===== config.mk =====
export PLATFORM = sky130hd
export DESIGN_NAME = module_state_machine
export DESIGN_NICKNAME = d
export VERILOG_FILES = /design/src/logic/msm_pkg.sv /design/src/logic/module_state_machine.sv /design/src/logic/pin_sync.sv
export SDC_FILE = /design/constraint.sdc
export NUM_CORES = 1
export LEC_CHECK = 0
export BUFFER_PORTS_ARGS = -buffer_cell sky130_fd_sc_hd__buf_2
export CORE_MARGIN = 2
export CORE_UTILIZATION = 25
export CTS_CLUSTER_DIAMETER = 80
export DETAILED_ROUTE_END_ITERATION = 7
export GPL_ROUTABILITY_DRIVEN = 0
export PLACE_DENSITY = 0.43
export SETUP_SLACK_MARGIN = 0.05
export SYNTH_ARGS = -nofsm -noshare
export SYNTH_HDL_FRONTEND = slang
export SYNTH_SLANG_ARGS = --single-unit

===== constraint.sdc =====
create_clock -name ref_clk -period 2.6 [get_ports ref_clk]
set_clock_uncertainty 0.2 [all_clocks]
set_input_delay 0.26 -clock ref_clk [delete_from_list [all_inputs] [get_ports ref_clk]]
set_output_delay 0.26 -clock ref_clk [all_outputs]
set_load 0.02 [all_outputs]

===== src/logic/msm_pkg.sv =====
package msm_pkg;

    // Module states; the host reads the encoding through the status port.
    typedef enum logic [2:0]
    {
        st_resetting,
        st_reset,
        st_mgmt_startup,
        st_low_power,
        st_powering_up,
        st_operational,
        st_powering_down,
        st_fault
    } module_state_e;

    // Host control bits gathered into one carrier.
    typedef struct packed
    {
        logic host_commanded_reset_bit;
        logic sw_low_power_request_bit;
        logic hw_request_allow_bit;
    } host_ctrl_s;

    // Clock rate, the startup deadline, the power-on state and the synchroniser depth.
    localparam int unsigned  REF_CLK_HZ              = 25000000;
    localparam int unsigned  MGMT_STARTUP_LIMIT_US   = 2000;
    localparam int unsigned  MGMT_STARTUP_LIMIT_CYC  =
        (MGMT_STARTUP_LIMIT_US * (REF_CLK_HZ / 1000000));
    localparam module_state_e STATE_AFTER_RESET      = st_reset;
    localparam int unsigned  SYNC_STAGES             = 2;

endpackage


===== src/logic/module_state_machine.sv =====
`timescale 1ns/10ps

// Contract
// RQ1 - Resetting drives everything into reset, then moves to Reset when shutdown completes.
// RQ2 - Reset holds all in reset at low power; leaves to startup when reset false.
// RQ3 - Any state from startup onward goes to Resetting when reset condition true.
// RQ4 - Startup through powering down go to fault when fault condition true.
// RQ5 - Startup finishes in time limit, sets state-change flag, enters low power.
// RQ6 - Low power state keeps management interface and whole memory accessible.
// RQ7 - Low power with request false moves to powering up, high power.
// RQ8 - Powering up with request true moves to powering down.
// RQ9 - Powering up moves to operational when power-up activities finish.
// RQ10 - Operational may draw full power; exit condition true moves to powering down.
// RQ11 - Powering down returns circuitry to low power, then enters low power.
// RQ12 - Fault waits for host; leaves only by reset condition or power removal.
// RQ13 - Fault state runs in low power mode where feasible.
// RQ14 - Priority: reset first, fault second, all other exits third.
// RQ15 - Reset condition is supply drop, reset pin or commanded reset bit.
// RQ16 - Low-power request is software bit, or allowed hardware pin request.
// RQ17 - Low-power exit needs request true and all lane paths deactivated.
// RQ18 - Powers up in Reset state and exposes current state encoding.
// RQ19 - High power in powering up, operational, powering down; low elsewhere.
module module_state_machine
    import msm_pkg::*;
#(
    parameter int unsigned NUM_LANES          = 8,
    parameter int unsigned STARTUP_LIMIT_CYC  = MGMT_STARTUP_LIMIT_CYC
)
(
    input  wire logic                 ref_clk,
    input  wire logic                 reset,
    input  wire logic                 supply_drop_reset,
    input  wire logic                 host_reset_pin,
    input  wire logic                 hw_low_power_pin,
    input  wire host_ctrl_s           host_ctrl,
    input  wire logic [NUM_LANES-1:0] path_deactivated_state,
    input  wire logic                 fault_condition,
    input  wire logic                 shutdown_done,
    input  wire logic                 mgmt_init_done,
    input  wire logic                 power_up_done,
    input  wire logic                 power_down_done,
    input  wire logic                 state_change_flag_clear,
    output module_state_e             module_state,
    output logic                      high_power_mode,
    output logic                      hold_in_reset,
    output logic                      mgmt_available,
    output logic                      state_change_flag,
    output logic                      soft_reset_clear,
    output logic                      mgmt_startup_overrun
);

    localparam int unsigned CNT_W = $clog2(STARTUP_LIMIT_CYC + 1);

    logic [2:0]           pins_sync;
    logic                 reset_condition;
    logic                 low_power_request_condition;
    logic                 all_paths_deactivated;
    logic                 low_power_exit_condition;
    module_state_e        state_reg;
    module_state_e        state_next;
    logic                 flag_reg;
    logic                 flag_next;
    logic [CNT_W-1:0]     cnt_reg;
    logic [CNT_W-1:0]     cnt_next;
    logic                 overrun_reg;
    logic                 overrun_next;
    logic                 hp_reg;
    logic                 hp_next;

    // Refuse parameters that leave no lane to watch or no startup time at all.
    if (NUM_LANES < 1 || STARTUP_LIMIT_CYC < 1)
    begin : g_param_check
        $error("module_state_machine needs lanes and a nonzero startup limit.");
    end

    // Pins from the host and the supply monitor are asynchronous.
    pin_sync #(
        .WIDTH (3)
    ) u_pin_sync (
        .ref_clk  (ref_clk),
        .reset    (reset),
        .async_in ({supply_drop_reset, host_reset_pin, hw_low_power_pin}),
        .sync_out (pins_sync)
    );

    // Transition conditions built from synchronised pins and host bits.
    assign reset_condition = pins_sync[2] | pins_sync[1]
                           | host_ctrl.host_commanded_reset_bit; // RQ15
    assign low_power_request_condition = host_ctrl.sw_low_power_request_bit
        | (host_ctrl.hw_request_allow_bit & pins_sync[0]); // RQ16
    assign all_paths_deactivated = &path_deactivated_state;
    assign low_power_exit_condition = low_power_request_condition
                                    & all_paths_deactivated; // RQ17

    // Next state; reset beats fault, fault beats every other exit.
    // Every code is a legal state, so the case needs no default.
    always_comb
    begin
        state_next = state_reg;
        unique case (state_reg)
            st_resetting:
                if (shutdown_done)
                    state_next = st_reset; // RQ1
            st_reset:
                if (!reset_condition)
                    state_next = st_mgmt_startup; // RQ2
            st_mgmt_startup:
                if (reset_condition)
                    state_next = st_resetting; // RQ3 RQ14
                else if (fault_condition)
                    state_next = st_fault; // RQ4 RQ14
                else if (mgmt_init_done)
                    state_next = st_low_power; // RQ5
            st_low_power:
                if (reset_condition)
                    state_next = st_resetting; // RQ3 RQ14
                else if (fault_condition)
                    state_next = st_fault; // RQ4 RQ14
                else if (!low_power_request_condition)
                    state_next = st_powering_up; // RQ7
            st_powering_up:
                if (reset_condition)
                    state_next = st_resetting; // RQ3 RQ14
                else if (fault_condition)
                    state_next = st_fault; // RQ4 RQ14
                else if (low_power_request_condition)
                    state_next = st_powering_down; // RQ8
                else if (power_up_done)
                    state_next = st_operational; // RQ9
            st_operational:
                if (reset_condition)
                    state_next = st_resetting; // RQ3 RQ14
                else if (fault_condition)
                    state_next = st_fault; // RQ4 RQ14
                else if (low_power_exit_condition)
                    state_next = st_powering_down; // RQ10
            st_powering_down:
                if (reset_condition)
                    state_next = st_resetting; // RQ3 RQ14
                else if (fault_condition)
                    state_next = st_fault; // RQ4 RQ14
                else if (power_down_done)
                    state_next = st_low_power; // RQ11
            st_fault:
                if (reset_condition)
                    state_next = st_resetting; // RQ12 RQ3
        endcase
    end

    // Startup timer; it saturates so a stuck startup cannot wrap and hide the overrun.
    always_comb
    begin
        cnt_next     = '0;
        overrun_next = overrun_reg;
        if (state_reg == st_mgmt_startup)
        begin
            if (cnt_reg < CNT_W'(STARTUP_LIMIT_CYC))
                cnt_next = cnt_reg + CNT_W'(1);
            else
            begin
                cnt_next     = cnt_reg;
                overrun_next = 1'b1; // RQ5
            end
        end
        else if (state_reg == st_reset)
            overrun_next = 1'b0;
    end

    // Setting on entry to low power from startup wins over a same-cycle clear.
    always_comb
    begin
        flag_next = flag_reg & ~state_change_flag_clear;
        if (state_reg == st_mgmt_startup && state_next == st_low_power)
            flag_next = 1'b1; // RQ5
    end

    // Power mode follows the next state so that it changes on the same edge as the state.
    // Low power is the default; fault deliberately stays low.
    always_comb
    begin
        hp_next = (state_next == st_powering_up) | (state_next == st_operational)
                | (state_next == st_powering_down); // RQ19 RQ13
    end

    // State register; power-on state is Reset.
    always_ff @(posedge ref_clk)
    begin
        if (reset)
            state_reg <= STATE_AFTER_RESET; // RQ18
        else
            state_reg <= state_next;
    end

    // Startup timer registers.
    always_ff @(posedge ref_clk)
    begin
        if (reset)
        begin
            cnt_reg     <= '0;
            overrun_reg <= 1'b0;
        end
        else
        begin
            cnt_reg     <= cnt_next;
            overrun_reg <= overrun_next;
        end
    end

    // State-change flag register.
    always_ff @(posedge ref_clk)
    begin
        if (reset)
            flag_reg <= 1'b0;
        else
            flag_reg <= flag_next;
    end

    // Power mode register.
    always_ff @(posedge ref_clk)
    begin
        if (reset)
            hp_reg <= 1'b0;
        else
            hp_reg <= hp_next;
    end

    // Outputs come straight from registers or are decoded from registered state.
    assign module_state         = state_reg; // RQ18
    assign high_power_mode      = hp_reg;
    assign hold_in_reset        = (state_reg == st_resetting)
                                | (state_reg == st_reset); // RQ1 RQ2
    assign mgmt_available       = ~hold_in_reset; // RQ6
    assign state_change_flag    = flag_reg;
    assign soft_reset_clear     = (state_reg == st_reset);
    assign mgmt_startup_overrun = overrun_reg;

endmodule


===== src/logic/pin_sync.sv =====
`timescale 1ns/10ps

// Two-stage synchroniser for a bundle of asynchronous pin levels.
module pin_sync
    import msm_pkg::*;
#(
    parameter int unsigned WIDTH = 1
)
(
    input  wire logic             ref_clk,
    input  wire logic             reset,
    input  wire logic [WIDTH-1:0] async_in,
    output logic      [WIDTH-1:0] sync_out
);

    logic [WIDTH-1:0] meta_reg;
    logic [WIDTH-1:0] meta_next;
    logic [WIDTH-1:0] sync_reg;
    logic [WIDTH-1:0] sync_next;

    // Refuse an empty bundle when the design is elaborated.
    if (WIDTH < 1)
    begin : g_width_check
        $error("pin_sync needs at least one bit.");
    end

    // The first stage is read only by the second stage.
    always_comb
    begin
        meta_next = async_in;
        sync_next = meta_reg;
    end

    // Registers clear to zero, the deasserted level.
    always_ff @(posedge ref_clk)
    begin
        if (reset)
        begin
            meta_reg <= '0;
            sync_reg <= '0;
        end
        else
        begin
            meta_reg <= meta_next;
            sync_reg <= sync_next;
        end
    end

    assign sync_out = sync_reg;

endmodule


==> run_results.csv <==
group,metric,value,unit
status,outcome,"finished, final reports clean",
yosys,yosysSeqAreaShare,38.3,%
grt,grt_pass1_wl,5820,µm
yosys,ys_warn_count,0,
placed_design,dp_hpwl,2500,µm
worst_setup_path,worstSetupPathType,"flop to flop",
routing,drtAntennaViolNets,0,
yosys,yosys-top-cells-count,"28 x dfxtp_1, 13 x a21oi_1, 12 x nand2_1",
sta,drv_slew,0,
power_and_ir_drop,combinationalPowerShare,11.9,%
yosys,synth_cells,168,
power_and_ir_drop,p_int,0.587,mW
worst_hold_path,whs_endpoint,"module_state[2]",
placed_design,io_buffers,30,
clock_network,clk_latency,0.27,ns
floorplanning,num_rows,27,
yosys,synth_fp_nets,191,
worst_setup_path,setup.worst_path.end_class,"flop",
worst_setup_path,worstRegToRegCells,5,
floorplanning,initial_utilization,26.2,%
sta,finalCritPeriodShare,77.4,%
cells_and_area,area_growth,19.9,%
worst_setup_path,regToRegStartpoint,"module_state[1]",
sta,hold_violations,0,
sta,finalWorstSetupSlack,0.587,ns
sta,maxClockFrequency,0.497,GHz
yosys,yosys.area.top_type,"dfxtp_1",
grt,grt_overflow_total,0,
worst_hold_path,hp-start,"host_ctrl[2]",
floorplanning,die_h,80.5,µm
routing,drt_first_pass_iters,4,
sta,finalSetupViolations,0,
sta,slew_headroom,53.3,%
floorplanning,core_area,5570,µm²
cells_and_area,drive_above_1_share,24.6,%
worst_setup_path,cp.arrival,1.98,ns
floorplanning,io_pins,31,
yosys,synth.area.top_cells,"dfxtp_1 38%, a21oi_1 4.4%, o31ai_1 3.6%, nand2_1 3.1%, nor2b_1 3.0%",
cells_and_area,antenna_cells,0,
routing,wire_per_inst,12.7,µm
clock_network,clk_pin_slew_worst_paths,0.09,ns
power_and_ir_drop,switchingPower,0.193,mW
clock_network,tritoncts,"yes",
yosys,synth_cell_types,50,
routing,drc,0,
routing,via_count,1352,
clock_network,cts_setup_buffers,0,
clock_network,cts.sinks,28,
cells_and_area,fill_cells,615,
power_and_ir_drop,clkPwrFrac,30.5,%
yosys,yosysMostFrequentCell,"dfxtp_1",
yosys,dominantRegCellSynth,"dfxtp_1",
placed_design,preCtsSetupSlack,0.568,ns
sta,rsz0062_at_grt,"false",
clock_network,htreeDepth,1,
clock_network,clockBufferDepth,2,
yosys,synthArstFlopShare,0,%
power_and_ir_drop,pwr-share-seq,57.6,%
worst_setup_path,cp-start-kind,"flop",
grt,grt_pass1_vias,1294,
sta,tns,0,ns
cells_and_area,fin_area,1750,µm²
worst_setup_path,reg2reg_setup_slack,0.59,ns
sta,min_period,2.01,ns
cells_and_area,largest_register_ffs,16,
yosys,ys_ff_latch,28,
sta,hold_ws,0.100,ns
power_and_ir_drop,vdd_ir_drop_max,0.000232,V
power_and_ir_drop,p_sw_share,24.8,%
routing,via_per_inst,4.99,
yosys,synth-edff-count,0,
routing,drt-initial-drc-count,30,
placed_design,postPlaceCellArea,1670,µm²
grt,antenna_found_initial,0,
worst_hold_path,min_path_cells,3,
yosys,synth_top_area_share,38.3,%
grt,grt_usage,11.3,%
clock_network,cts_resized,0,
grt,grt_max_degree,18,
clock_network,postCtsHoldBufs,4,
clock_network,cts-root-buf,"clkbuf_8",
worst_setup_path,required,2.57,ns
power_and_ir_drop,power_leakage,0.626,nW
yosys,syn_area_per_cell,8.71,µm²
power_and_ir_drop,p_per_area,444,nW/µm²
sta,worstMarginPinSlew,0.700,ns
worst_setup_path,crit_fanout,10,
cells_and_area,finish.net_count,224,
routing,wirelength,3440,µm
clock_network,cts_made_buffers,3,
worst_setup_path,r2r_end,"high_power_mode",
job,cap_violations,0,
floorplanning,die_x,80.5,µm
yosys,netlist_area,1460,µm²
worst_hold_path,hp-class,"primary input to flop",
floorplanning,die_area,6480,µm²
==> how the worst max path moves through the flow <==
stage / cells after the start / from / to
finish: 5 / module_state[1] / high_power_mode
detailed placement: 6 / host_ctrl[0] / high_power_mode
floorplan: 6 / module_state[1] / high_power_mode
CTS: 5 / module_state[1] / high_power_mode
global route: 4 / cnt_reg[10] / cnt_reg[7]
global placement: 6 / host_ctrl[0] / high_power_mode
==> layout by cell type (no fill, tap or decap), drive strengths merged, types with 2 or more instances in the layout <==
cell and count:
or4 4, and2 4, or3 3, o311ai 2
a21oi 14, o21ai 5, dfxtp 28, buf 32
dlygate4sd3 4, a21o 2, and4 5, nand2 13
o21bai 2, a41oi 2, nand3 5, o31ai 7
nor4 5, nand4 4, a211oi 2, a41o 2
nor3 2, nand4b 2, nand2b 5, mux2 2
nor2b 7, o41ai 2, inv 8, nor2 10
clkbuf 3, a31oi 3
==> power groups by stage <==
stage                     sequential (mW)  clock (mW)  combinational [mW]
after floorplan                     0.455           0              0.0572
after global placement              0.460           0              0.0896
after detailed placement            0.460           0              0.0890
after CTS                           0.450       0.254              0.0939
after global routing                0.451       0.269               0.103
final                               0.449       0.238              0.0927
==> through the flow <==
| stage | util (%) | power [mW] | cells |
|---|---|---|---|
| after floorplan | - | 0.512 | 168 |
| after global placement | 30.0 | 0.549 | 264 |
| after detailed placement | 30.0 | 0.549 | 264 |
| after CTS | 31.5 | 0.797 | 271 |
| after global routing | 31.5 | 0.824 | 271 |
| final | 31.5 | 0.780 | 271 |
==> cell families after synthesis <==
logic type | count (synthesis) | share of synthesized area (%)
simple gates | 71 | 29.9
buf+inv | 16 | 5.13
compound gates | 48 | 23.0
mux | 3 | 2.22
flops | 28 | 38.3
fa+ha+maj | 1 | 0.855
xor+xnor | 1 | 0.599
==> metal layers <==
metal,vias to the layer above,global-route usage (%),wire [µm]
met5,-,0,0
met4,0,3.05,30
met3,4,2.02,74
met2,17,18.9,1570
met1,629,14.8,1770
li1,702,-,-
==> layout make-up <==
cell class | instances | area, µm² | share of cell area [%]
Timing Repair Buffer | 36 | 205 | 11.7
Inverter | 8 | 30.0 | 1.71
Sequential cell | 28 | 561 | 32.0
Multi-Input combinational cell | 124 | 827 | 47.1
Clock buffer | 3 | 41.3 | 2.35
Tap cell | 72 | 90.1 | 5.14
==> critical path, cell delays in order, from the launching register on <==
cell       delay [ns]
dfxtp_1          0.53
nor2_1           0.11
mux2_2           0.27
a2111oi_1        0.47
o21bai_1         0.16
and2_1           0.18
(Power assumes the default switching activity.)
